==> src/ramp_param_pkg.sv <==
// Shared constants, register map and carrier types of the ramp parameter register group
package ramp_param_pkg;

	// ----------------------------------------
	// Bus geometry
	// ----------------------------------------
	localparam int ADDR_W = 12;
	localparam int DATA_W = 32;
	localparam int IDX_W = 8;
	localparam int STRB_W = DATA_W / 8;

	// ----------------------------------------
	// Register indices (byte address is four times the index)
	// ----------------------------------------
	localparam logic [IDX_W-1:0] IDX_ACCEL_JERK_FIRST = 8'h2D;
	localparam logic [IDX_W-1:0] IDX_ACCEL_JERK_SECOND = 8'h2E;
	localparam logic [IDX_W-1:0] IDX_DECEL_JERK_FIRST = 8'h2F;
	localparam logic [IDX_W-1:0] IDX_DECEL_JERK_SECOND = 8'h30;
	localparam logic [IDX_W-1:0] IDX_CLOCK_FREQUENCY_HZ = 8'h31;
	localparam logic [IDX_W-1:0] IDX_COMPARE_POSITION = 8'h32;
	localparam logic [IDX_W-1:0] IDX_SOFT_LIMIT_LOW = 8'h33;
	localparam logic [IDX_W-1:0] IDX_SOFT_LIMIT_HIGH = 8'h34;
	localparam logic [IDX_W-1:0] IDX_HOME_POSITION = 8'h35;
	localparam logic [IDX_W-1:0] IDX_CAPTURE_OR_SPAN = 8'h36;
	localparam logic [IDX_W-1:0] IDX_GOAL_POSITION = 8'h37;
	localparam logic [IDX_W-1:0] IDX_PARAM_CONTROL = 8'h60;
	localparam logic [IDX_W-1:0] IDX_PARAM_STATUS = 8'h61;

	// ----------------------------------------
	// Field widths and reset values
	// ----------------------------------------
	localparam int JERK_W = 24;
	localparam int FREQ_W = 25;
	localparam int POS_W = 32;
	localparam int SPAN_W = 31;
	localparam int CTRL_W = 2;
	localparam int STAT_W = 7;
	localparam logic [JERK_W-1:0] JERK_RESET = 24'h000000;
	localparam logic [FREQ_W-1:0] FREQ_RESET = 25'h0F42400;
	localparam logic [POS_W-1:0] POS_RESET = 32'h00000000;
	localparam logic [SPAN_W-1:0] SPAN_RESET = 31'h00000000;
	localparam logic [CTRL_W-1:0] CTRL_RESET = 2'h0;

	// ----------------------------------------
	// Value ranges and unit scaling
	// ----------------------------------------
	localparam logic [FREQ_W-1:0] FREQ_MIN_HZ = 25'h0401640;
	localparam logic [FREQ_W-1:0] FREQ_MAX_HZ = 25'h1C9C380;
	localparam logic [JERK_W-1:0] JERK_MIN = 24'h000001;
	localparam int DIRECT_FRAC_BITS = 53;

	// ----------------------------------------
	// Control and status bit positions
	// ----------------------------------------
	localparam int CTRL_LATCH_SEL_BIT = 0;
	localparam int CTRL_DIRECT_MODE_BIT = 1;
	localparam int STAT_COMPARE_MATCH_BIT = 0;
	localparam int STAT_BELOW_LOW_BIT = 1;
	localparam int STAT_ABOVE_HIGH_BIT = 2;
	localparam int STAT_OUTSIDE_SPAN_BIT = 3;
	localparam int STAT_CLOCK_OK_BIT = 4;
	localparam int STAT_JERK_OK_BIT = 5;
	localparam int STAT_CAPTURED_BIT = 6;

	// ----------------------------------------
	// Types
	// ----------------------------------------
	typedef enum logic [1:0]
	{
		BOW_ACCEL_FIRST = 2'b00,
		BOW_ACCEL_SECOND = 2'b01,
		BOW_DECEL_FIRST = 2'b10,
		BOW_DECEL_SECOND = 2'b11
	} bow_phase_type;

	typedef struct packed
	{
		logic psel;
		logic penable;
		logic pwrite;
		logic [ADDR_W-1:0] paddr;
		logic [DATA_W-1:0] pwdata;
		logic [STRB_W-1:0] pstrb;
	} apb_req_type;

	typedef struct packed
	{
		logic [DATA_W-1:0] prdata;
		logic pready;
		logic pslverr;
	} apb_rsp_type;

	typedef struct packed
	{
		logic [JERK_W-1:0] accel_first;
		logic [JERK_W-1:0] accel_second;
		logic [JERK_W-1:0] decel_first;
		logic [JERK_W-1:0] decel_second;
	} jerk_set_type;

endpackage

==> src/ramp_jerk_target_param_regs.sv <==
// Jerk, clock frequency and position parameter registers behind an APB slave
//
// Our own choice: the APB register port.
`timescale 1ns/100ps

// Functional notes
// - Hold 24-bit unsigned jerk for first bow of acceleration.
// - Hold 24-bit unsigned jerk for second bow of acceleration.
// - Hold 24-bit unsigned jerk for first bow of deceleration.
// - Hold 24-bit unsigned jerk for second bow of deceleration.
// - Frequency mode: jerk is an integer pulses per second cubed, 1 to 16M.
// - Direct mode: acceleration change per clock is jerk over two to the 53.
// - Hold 25-bit clock frequency in hertz, printed reset, valid 4.2 to 30 MHz.
// - Hold signed 32-bit lower soft stop position.
// - Hold signed 32-bit upper soft stop position.
// - Latch select 0: shared address reads the captured position.
// - Latch select 1: shared address reads the signed turn count.
// - Write to shared address loads 31-bit span; position stays in minus span to span-1.
// - Hold 32-bit goal position for positioning mode.
module ramp_jerk_target_param_regs
(
	// Clock and reset
	input wire logic clk_i,
	input wire logic rst_i,
	// Register bus
	input wire ramp_param_pkg::apb_req_type apb_i,
	output ramp_param_pkg::apb_rsp_type apb_o,
	// Motion core state
	input wire ramp_param_pkg::bow_phase_type bow_phase_i,
	input wire logic [ramp_param_pkg::POS_W-1:0] actual_position_i,
	input wire logic capture_strobe_i,
	input wire logic [ramp_param_pkg::POS_W-1:0] turn_count_i,
	// Ramp parameters
	output ramp_param_pkg::jerk_set_type jerk_set_o,
	output logic [ramp_param_pkg::JERK_W-1:0] active_jerk_o,
	output logic direct_mode_o,
	output logic [ramp_param_pkg::FREQ_W-1:0] clock_frequency_hz_o,
	// Positions
	output logic [ramp_param_pkg::POS_W-1:0] compare_position_o,
	output logic [ramp_param_pkg::POS_W-1:0] soft_limit_low_o,
	output logic [ramp_param_pkg::POS_W-1:0] soft_limit_high_o,
	output logic [ramp_param_pkg::POS_W-1:0] home_position_o,
	output logic [ramp_param_pkg::SPAN_W-1:0] circular_span_o,
	output logic [ramp_param_pkg::POS_W-1:0] goal_position_o,
	output logic goal_update_o,
	// Status
	output logic compare_match_o,
	output logic below_low_limit_o,
	output logic above_high_limit_o,
	output logic outside_span_o,
	output logic clock_freq_ok_o,
	output logic jerk_ok_o
);
	import ramp_param_pkg::*;

	// ----------------------------------------
	// Storage
	// ----------------------------------------
	jerk_set_type jerk_r;
	logic [FREQ_W-1:0] freq_r;
	logic [POS_W-1:0] compare_r;
	logic [POS_W-1:0] low_limit_r;
	logic [POS_W-1:0] high_limit_r;
	logic [POS_W-1:0] home_r;
	logic [POS_W-1:0] capture_r;
	logic [SPAN_W-1:0] span_r;
	logic [POS_W-1:0] goal_r;
	logic [CTRL_W-1:0] ctrl_r;
	logic goal_update_r;
	logic [STAT_W-1:0] stat_r;
	logic [STAT_W-1:0] stat_nxt;
	logic [JERK_W-1:0] active_jerk_r;
	logic [DATA_W-1:0] prdata_r;
	logic pslverr_r;

	// ----------------------------------------
	// Bus decode
	// ----------------------------------------
	wire logic [IDX_W-1:0] idx = apb_i.paddr[IDX_W+1:2];
	wire logic aligned = (apb_i.paddr[1:0] == 2'h0)
		&& (apb_i.paddr[ADDR_W-1:IDX_W+2] == '0);
	wire logic setup = apb_i.psel && !apb_i.penable;
	wire logic access = apb_i.psel && apb_i.penable;
	wire logic wr = access && apb_i.pwrite && !pslverr_r;

	wire logic sel_aj1 = aligned && (idx == IDX_ACCEL_JERK_FIRST);
	wire logic sel_aj2 = aligned && (idx == IDX_ACCEL_JERK_SECOND);
	wire logic sel_dj1 = aligned && (idx == IDX_DECEL_JERK_FIRST);
	wire logic sel_dj2 = aligned && (idx == IDX_DECEL_JERK_SECOND);
	wire logic sel_freq = aligned && (idx == IDX_CLOCK_FREQUENCY_HZ);
	wire logic sel_cmp = aligned && (idx == IDX_COMPARE_POSITION);
	wire logic sel_low = aligned && (idx == IDX_SOFT_LIMIT_LOW);
	wire logic sel_high = aligned && (idx == IDX_SOFT_LIMIT_HIGH);
	wire logic sel_home = aligned && (idx == IDX_HOME_POSITION);
	wire logic sel_shared = aligned && (idx == IDX_CAPTURE_OR_SPAN);
	wire logic sel_goal = aligned && (idx == IDX_GOAL_POSITION);
	wire logic sel_ctrl = aligned && (idx == IDX_PARAM_CONTROL);
	wire logic sel_stat = aligned && (idx == IDX_PARAM_STATUS);
	wire logic mapped = sel_aj1 || sel_aj2 || sel_dj1 || sel_dj2 || sel_freq || sel_cmp
		|| sel_low || sel_high || sel_home || sel_shared || sel_goal || sel_ctrl
		|| sel_stat;

	// Bus data as plain nets, so that every caller of merge sees them as operands
	wire logic [DATA_W-1:0] wdata = apb_i.pwdata;
	wire logic [STRB_W-1:0] wstrb = apb_i.pstrb;

	// Byte-lane merge of write data into the current word
	function automatic logic [DATA_W-1:0] merge(input logic [DATA_W-1:0] old_v,
		input logic [DATA_W-1:0] new_v, input logic [STRB_W-1:0] strb);
		logic [DATA_W-1:0] res;
		res = old_v;
		for (int b = 0; b < STRB_W; b++)
		begin
			if (strb[b])
			begin
				res[b*8 +: 8] = new_v[b*8 +: 8];
			end
		end
		return res;
	endfunction

	// ----------------------------------------
	// Next values on write
	// ----------------------------------------
	// Narrow registers keep only the low bits of their merged word
	wire logic [DATA_W-1:0] aj1_word = merge({8'h00, jerk_r.accel_first}, wdata, wstrb);
	wire logic [DATA_W-1:0] aj2_word = merge({8'h00, jerk_r.accel_second}, wdata, wstrb);
	wire logic [DATA_W-1:0] dj1_word = merge({8'h00, jerk_r.decel_first}, wdata, wstrb);
	wire logic [DATA_W-1:0] dj2_word = merge({8'h00, jerk_r.decel_second}, wdata, wstrb);
	wire logic [DATA_W-1:0] freq_word = merge({7'h00, freq_r}, wdata, wstrb);
	wire logic [DATA_W-1:0] span_word = merge({1'b0, span_r}, wdata, wstrb);
	wire logic [DATA_W-1:0] ctrl_word = merge({30'h00000000, ctrl_r}, wdata, wstrb);
	wire logic [JERK_W-1:0] aj1_nxt = aj1_word[JERK_W-1:0];
	wire logic [JERK_W-1:0] aj2_nxt = aj2_word[JERK_W-1:0];
	wire logic [JERK_W-1:0] dj1_nxt = dj1_word[JERK_W-1:0];
	wire logic [JERK_W-1:0] dj2_nxt = dj2_word[JERK_W-1:0];
	wire logic [FREQ_W-1:0] freq_nxt = freq_word[FREQ_W-1:0];
	wire logic [POS_W-1:0] cmp_nxt = merge(compare_r, wdata, wstrb);
	wire logic [POS_W-1:0] low_nxt = merge(low_limit_r, wdata, wstrb);
	wire logic [POS_W-1:0] high_nxt = merge(high_limit_r, wdata, wstrb);
	wire logic [POS_W-1:0] home_nxt = merge(home_r, wdata, wstrb);
	wire logic [SPAN_W-1:0] span_nxt = span_word[SPAN_W-1:0];
	wire logic [POS_W-1:0] goal_nxt = merge(goal_r, wdata, wstrb);
	wire logic [CTRL_W-1:0] ctrl_nxt = ctrl_word[CTRL_W-1:0];

	// ----------------------------------------
	// Read mux
	// ----------------------------------------
	wire logic latch_sel = ctrl_r[CTRL_LATCH_SEL_BIT];
	wire logic [POS_W-1:0] shared_rd = latch_sel ? turn_count_i : capture_r;
	wire logic [DATA_W-1:0] rd_val =
		sel_aj1 ? {8'h00, jerk_r.accel_first} :
		sel_aj2 ? {8'h00, jerk_r.accel_second} :
		sel_dj1 ? {8'h00, jerk_r.decel_first} :
		sel_dj2 ? {8'h00, jerk_r.decel_second} :
		sel_freq ? {7'h00, freq_r} :
		sel_cmp ? compare_r :
		sel_low ? low_limit_r :
		sel_high ? high_limit_r :
		sel_home ? home_r :
		sel_shared ? shared_rd :
		sel_goal ? goal_r :
		sel_ctrl ? {30'h00000000, ctrl_r} :
		sel_stat ? {25'h0000000, stat_r} :
		32'h00000000;

	// ----------------------------------------
	// Status evaluation
	// ----------------------------------------
	wire logic signed [POS_W-1:0] pos_s = $signed(actual_position_i);
	wire logic signed [POS_W:0] span_hi = $signed({2'b00, span_r}) - 33'sd1;
	wire logic signed [POS_W:0] span_lo = -$signed({2'b00, span_r});
	wire logic signed [POS_W:0] pos_w = {pos_s[POS_W-1], pos_s};
	wire logic jerk_all_ok = (jerk_r.accel_first >= JERK_MIN)
		&& (jerk_r.accel_second >= JERK_MIN) && (jerk_r.decel_first >= JERK_MIN)
		&& (jerk_r.decel_second >= JERK_MIN);

	always_comb
	begin
		stat_nxt = '0;
		stat_nxt[STAT_COMPARE_MATCH_BIT] = (actual_position_i == compare_r);
		stat_nxt[STAT_BELOW_LOW_BIT] = pos_s < $signed(low_limit_r);
		stat_nxt[STAT_ABOVE_HIGH_BIT] = pos_s > $signed(high_limit_r);
		stat_nxt[STAT_OUTSIDE_SPAN_BIT] = (pos_w < span_lo) || (pos_w > span_hi);
		stat_nxt[STAT_CLOCK_OK_BIT] = (freq_r >= FREQ_MIN_HZ) && (freq_r <= FREQ_MAX_HZ);
		// Zero is only legal as a direct-mode step; frequency mode needs 1..16M
		stat_nxt[STAT_JERK_OK_BIT] = ctrl_r[CTRL_DIRECT_MODE_BIT] || jerk_all_ok;
		// Sticky capture flag; a fresh capture wins over the read that clears it
		stat_nxt[STAT_CAPTURED_BIT] = capture_strobe_i
			|| (stat_r[STAT_CAPTURED_BIT] && !(access && !apb_i.pwrite && sel_shared));
	end

	// ----------------------------------------
	// Bow phase selection
	// ----------------------------------------
	// Jerk for the bow now running; its unit follows the mode bit
	wire logic [JERK_W-1:0] phase_jerk =
		(bow_phase_i == BOW_ACCEL_FIRST) ? jerk_r.accel_first :
		(bow_phase_i == BOW_ACCEL_SECOND) ? jerk_r.accel_second :
		(bow_phase_i == BOW_DECEL_FIRST) ? jerk_r.decel_first :
		jerk_r.decel_second;

	// ----------------------------------------
	// Bus answer
	// ----------------------------------------
	always_ff @(posedge clk_i or posedge rst_i)
	begin
		if (rst_i)
		begin
			prdata_r <= 32'h00000000;
			pslverr_r <= 1'b0;
		end
		else if (setup)
		begin
			prdata_r <= (apb_i.pwrite || !mapped) ? 32'h00000000 : rd_val;
			pslverr_r <= !mapped;
		end
	end

	// ----------------------------------------
	// Jerk, frequency and control registers
	// ----------------------------------------
	always_ff @(posedge clk_i or posedge rst_i)
	begin
		if (rst_i)
		begin
			jerk_r <= {JERK_RESET, JERK_RESET, JERK_RESET, JERK_RESET};
			freq_r <= FREQ_RESET;
			ctrl_r <= CTRL_RESET;
		end
		else if (wr)
		begin
			if (sel_aj1)
			begin
				jerk_r.accel_first <= aj1_nxt;
			end
			if (sel_aj2)
			begin
				jerk_r.accel_second <= aj2_nxt;
			end
			if (sel_dj1)
			begin
				jerk_r.decel_first <= dj1_nxt;
			end
			if (sel_dj2)
			begin
				jerk_r.decel_second <= dj2_nxt;
			end
			if (sel_freq)
			begin
				freq_r <= freq_nxt;
			end
			if (sel_ctrl)
			begin
				ctrl_r <= ctrl_nxt;
			end
		end
	end

	// ----------------------------------------
	// Position registers
	// ----------------------------------------
	always_ff @(posedge clk_i or posedge rst_i)
	begin
		if (rst_i)
		begin
			compare_r <= POS_RESET;
			low_limit_r <= POS_RESET;
			high_limit_r <= POS_RESET;
			home_r <= POS_RESET;
			span_r <= SPAN_RESET;
			goal_r <= POS_RESET;
		end
		else if (wr)
		begin
			if (sel_cmp)
			begin
				compare_r <= cmp_nxt;
			end
			if (sel_low)
			begin
				low_limit_r <= low_nxt;
			end
			if (sel_high)
			begin
				high_limit_r <= high_nxt;
			end
			if (sel_home)
			begin
				home_r <= home_nxt;
			end
			if (sel_shared)
			begin
				span_r <= span_nxt;
			end
			if (sel_goal)
			begin
				goal_r <= goal_nxt;
			end
		end
	end

	// Captured position follows the trigger, never the bus
	always_ff @(posedge clk_i or posedge rst_i)
	begin
		if (rst_i)
		begin
			capture_r <= POS_RESET;
		end
		else if (capture_strobe_i)
		begin
			capture_r <= actual_position_i;
		end
	end

	// ----------------------------------------
	// Derived outputs
	// ----------------------------------------
	// Goal write marks the moment the new profile may start
	always_ff @(posedge clk_i or posedge rst_i)
	begin
		if (rst_i)
		begin
			goal_update_r <= 1'b0;
		end
		else
		begin
			goal_update_r <= wr && sel_goal;
		end
	end

	// Status flags lag their inputs by one clock
	always_ff @(posedge clk_i or posedge rst_i)
	begin
		if (rst_i)
		begin
			stat_r <= '0;
		end
		else
		begin
			stat_r <= stat_nxt;
		end
	end

	// Jerk of the running bow, one clock after a phase change
	always_ff @(posedge clk_i or posedge rst_i)
	begin
		if (rst_i)
		begin
			active_jerk_r <= JERK_RESET;
		end
		else
		begin
			active_jerk_r <= phase_jerk;
		end
	end

	// ----------------------------------------
	// Output wiring
	// ----------------------------------------
	assign apb_o.prdata = prdata_r;
	assign apb_o.pready = access;
	assign apb_o.pslverr = access && pslverr_r;
	assign jerk_set_o = jerk_r;
	assign active_jerk_o = active_jerk_r;
	assign direct_mode_o = ctrl_r[CTRL_DIRECT_MODE_BIT];
	assign clock_frequency_hz_o = freq_r;
	assign compare_position_o = compare_r;
	assign soft_limit_low_o = low_limit_r;
	assign soft_limit_high_o = high_limit_r;
	assign home_position_o = home_r;
	assign circular_span_o = span_r;
	assign goal_position_o = goal_r;
	assign goal_update_o = goal_update_r;
	assign compare_match_o = stat_r[STAT_COMPARE_MATCH_BIT];
	assign below_low_limit_o = stat_r[STAT_BELOW_LOW_BIT];
	assign above_high_limit_o = stat_r[STAT_ABOVE_HIGH_BIT];
	assign outside_span_o = stat_r[STAT_OUTSIDE_SPAN_BIT];
	assign clock_freq_ok_o = stat_r[STAT_CLOCK_OK_BIT];
	assign jerk_ok_o = stat_r[STAT_JERK_OK_BIT];

endmodule

==> config.mk <==
export PLATFORM = sky130hd
export DESIGN_NAME = ramp_jerk_target_param_regs
export DESIGN_NICKNAME = d
export VERILOG_FILES = /design/src/ramp_param_pkg.sv /design/src/ramp_jerk_target_param_regs.sv
export SDC_FILE = /design/constraint.sdc
export NUM_CORES = 1
export LEC_CHECK = 0
export BUFFER_PORTS_ARGS = -buffer_cell sky130_fd_sc_hd__buf_2
export CORE_MARGIN = 2
export CORE_UTILIZATION = 50
export CTS_BUF_LIST = sky130_fd_sc_hd__clkbuf_8
export CTS_CLUSTER_DIAMETER = 120
export CTS_CLUSTER_SIZE = 12
export DETAILED_ROUTE_END_ITERATION = 7
export PLACE_DENSITY = 0.73
export SLEW_MARGIN = 10
export SYNTH_ARGS = -nofsm -noshare
export SYNTH_HDL_FRONTEND = slang
export SYNTH_SLANG_ARGS = --single-unit
==> constraint.sdc <==
create_clock -name clk_i -period 15 [get_ports clk_i]
set_input_delay 2.25 -clock clk_i [delete_from_list [all_inputs] [get_ports clk_i]]
set_output_delay 2.25 -clock clk_i [all_outputs]
set_load 0.02 [all_outputs]
==> impl_metrics.toml <==
[grt]
grt_pass1_wl_um = 138300
grt_max_degree = 165
grt_antenna_before_repair = 4
track_usage_pct = 39.61
grt-ovfl-total = 0
grt_pass1_vias = 20229

[drt]
dr.pass1.iters = 7
ant_nets = 0
remaining_drc_errors = 0
routed_wl_um = 96010
drtIter0Drc = 2480
detail_route.wl_per_cell_um = 30.68
vias = 20611
avgViaCountPerCell = 6.587

[cts]
clk_path_buf_depth = 3
hold_buffers = 0
cts_setup_buffers = 0
cts_buffers = 40
clock_latency_ns = 0.66
h-tree-depth = 2
cts.sinks = 411
cts_tree = "yes"
cts_root_buf = "clkbuf_8"
clkSlewWorstSetupHoldPaths_ns = 0.08
cts_resized = 0

[cells_and_area]
fill_cells = 3921
drive_above_1_share_pct = 38.60
area_growth_pct = 15.66
fin_area_um2 = 26860
final_nets = 2764

[place]
post_dp_cell_area_um2 = 26220
gp_congestion = 1.004
hpwl_um = 72900
io_buffers = 497

[setup_path]
path_class = "in2reg"
slowest_stage = "nor2_1"
critPathRequiredTime_ns = 15.59
cp-end-kind = "register"
start_kind = "input port"
cp_slowest_stage_delay_ns = 1.18
crit_chain = "buf_2, nor3b_1, nand4_1, nor2_1, a2111oi_0, nor4_1, a221o_1"
cp_max_fo = 17
critPathArrivalTime_ns = 5.85

[job]
drv_cap = 0

[power]
totalPowerFinal_mw = 1.978
p_comb_share_pct = 9.4
ir_drop_mv = 0.06625
intPower_mw = 1.428
power_density_nw_per_um2 = 73.63
swShare_pct = 27.81
power_switching_uw = 549.9
p_leak_nw = 13.94
p_seq_share_pct = 56.8
clkPwrFrac_pct = 33.8

[sta]
rsz0062_at_grt = "false"
finalCritPeriodShare_pct = 35.02
hold_ws_ns = 0.5071
fin_setup_tns_ns = 0
slew_headroom_pct = 16.90
max_slew.worst_pin.slew_ns = 1.242
slew_viol_final = 0
clock_skew_ns = 0.01846
period_minus_slack_ns = 5.254
setup_viol = 0
hold_viol_final = 0
maxClockFrequency_mhz = 190.3

[yosys]
synth_nets = 2307
synth_cell_types = 84
synth-edff-count = 0
ys_warn_count = 0
synth_seq_cells = 411
synthArstFlopShare_pct = 100.0
synthesis.area_um2 = 23220
synth_area_per_cell_um2 = 11.29
syn_inst = 2057
synth-seq-area-share_pct = 44.33
synth_flop_cell = "dfrtp_1"

[die]
io_pins = 498
core-area_um2 = 45580
die_h_um = 219.5
dieArea_um2 = 48180
rows = 78
dieWidth_um = 219.5
start_util_pct = 50.95

[outcome]
run_status = "finished clean"

[worst_hold_path]
hold_class = "reg2reg"
## worst paths after layout
path                       slack (ns)                  end  cells after the start                from
max reg2reg                     10.40            stat_r[3]                     13  circular_span_o[2]
min in group asynchronous        1.70     active_jerk_o[3]                      2               rst_i
max                              9.75         prdata_r[22]                      7           apb_i[42]
min reg2reg                      0.51        capture_r[15]                      1       capture_r[15]
min                              0.51        capture_r[15]                      1       capture_r[15]
max in group asynchronous       11.00  circular_span_o[27]                      4               rst_i
## worst max-delay path: cells and delay by family
family / cells / cell delay [ns]
compound gates: 2 / 0.53
simple gates: 4 / 2.92
buf+inv: 1 / 0.14
## sequential cells by signal, summed over array words and instances, names as in the netlist
signal	count
jerk_set_o	96
capture_r	32
compare_position_o	32
goal_position_o	32
home_position_o	32
prdata_r	32
soft_limit_high_o	32
soft_limit_low_o	32
circular_span_o	31
clock_frequency_hz_o	25
active_jerk_o	24
stat_r	7
ctrl_r	2
goal_update_o	1
pslverr_r	1
## cell type report
cell class / instances / area (um2) / share of cell area [%]
multi-input cells: 1461 / 12220 / 45.51
diodes: 3 / 7.507 / 0.02795
repair buffers: 511 / 2605 / 9.700
inverters: 89 / 341.6 / 1.272
clock buffers: 41 / 564.3 / 2.101
clock inverters: 13 / 70.07 / 0.2609
well taps: 600 / 750.7 / 2.795
flip-flops and latches: 411 / 10290 / 38.33
## cells by family after synthesis
group                    Yosys count  share of synthesized area (%)
multiplexers                     402                          21.69
buffers and inverters            185                          3.087
adder cells (fa/ha/maj)          130                          7.005
flip-flops                       411                          44.33
AND/OR/NAND/NOR                  516                          11.37
XOR/XNOR                          77                          2.904
AO/OA/AOI/OAI                    336                          9.607
## synthesized netlist by cell type, drive strengths merged, types with 22 or more instances
cell | n | share of area [%]
nor4 | 57 | 1.7
a21oi | 56 | 1.2
mux4 | 48 | 4.7
dfrtp | 404 | 44
nand3 | 39 | 0.84
nor3 | 35 | 0.80
xnor2 | 22 | 0.83
mux2 | 330 | 16
inv | 88 | 1.4
ha | 130 | 7.0
o211ai | 24 | 0.78
nand4 | 27 | 0.73
mux2i | 24 | 1.0
buf | 28 | 0.55
nor2 | 120 | 2.1
clkbuf | 68 | 1.1
nand2 | 149 | 2.4
o21ai | 103 | 2.2
xor2 | 55 | 2.1
## per-stage QoR
stage | setup slack (ns) | utilization, % | instances
6_report | 9.746 | 58.93 | 3129
5_1_grt | 9.527 | 58.92 | 3127
4_1_cts | 9.869 | 58.91 | 3126
3_5_place_dp | 9.216 | 57.52 | 3072
3_3_place_gp | 9.414 | 57.52 | 3072
2_1_floorplan | 1.325 | - | 2057
## routing by layer
metal,up-vias,share of wire [%],GRT usage [%]
met4,2,6.0,20.34
met2,1403,45,60.77
met3,341,11,10.64
met5,-,0.010,0
met1,10298,39,51.67
li1,8567,-,-
## power groups by stage
stage	clock network, mW	logic [mW]	registers, mW
after floorplan	0	0.0983	1.14
after global placement	0	0.178	1.14
after detailed placement	0	0.181	1.14
after CTS	0.673	0.182	1.12
after global routing	0.715	0.199	1.12
final	0.669	0.186	1.12
## placed cells by master, fill, tap and decap left out, types with 6 or more instances in the layout
cell type and n:
a21oi_1 56, and2_0 6, and4_1 9, o21ai_1 6, a22o_1 19, clkbuf_8 41
mux4_2 48, a211oi_1 16, xnor2_1 22, nand3_1 39, nor2b_1 8, dfstp_2 7
ha_1 130, a222oi_1 7, dfrtp_1 403, nand2_1 148, or4_1 9, o22ai_1 18
nand4_1 27, a21o_1 16, nor4_1 53, nor2_2 15, a22oi_1 11, o21ai_0 97
buf_4 13, mux2_2 329, mux2i_1 24, a2111oi_0 9, and2_1 9, nor3_1 33
inv_1 95, and3_1 9, nand2b_1 7, nor2_1 105, o211ai_1 24, buf_2 497
nand3b_1 7, xor2_1 55
(Power assumes the default switching activity.)
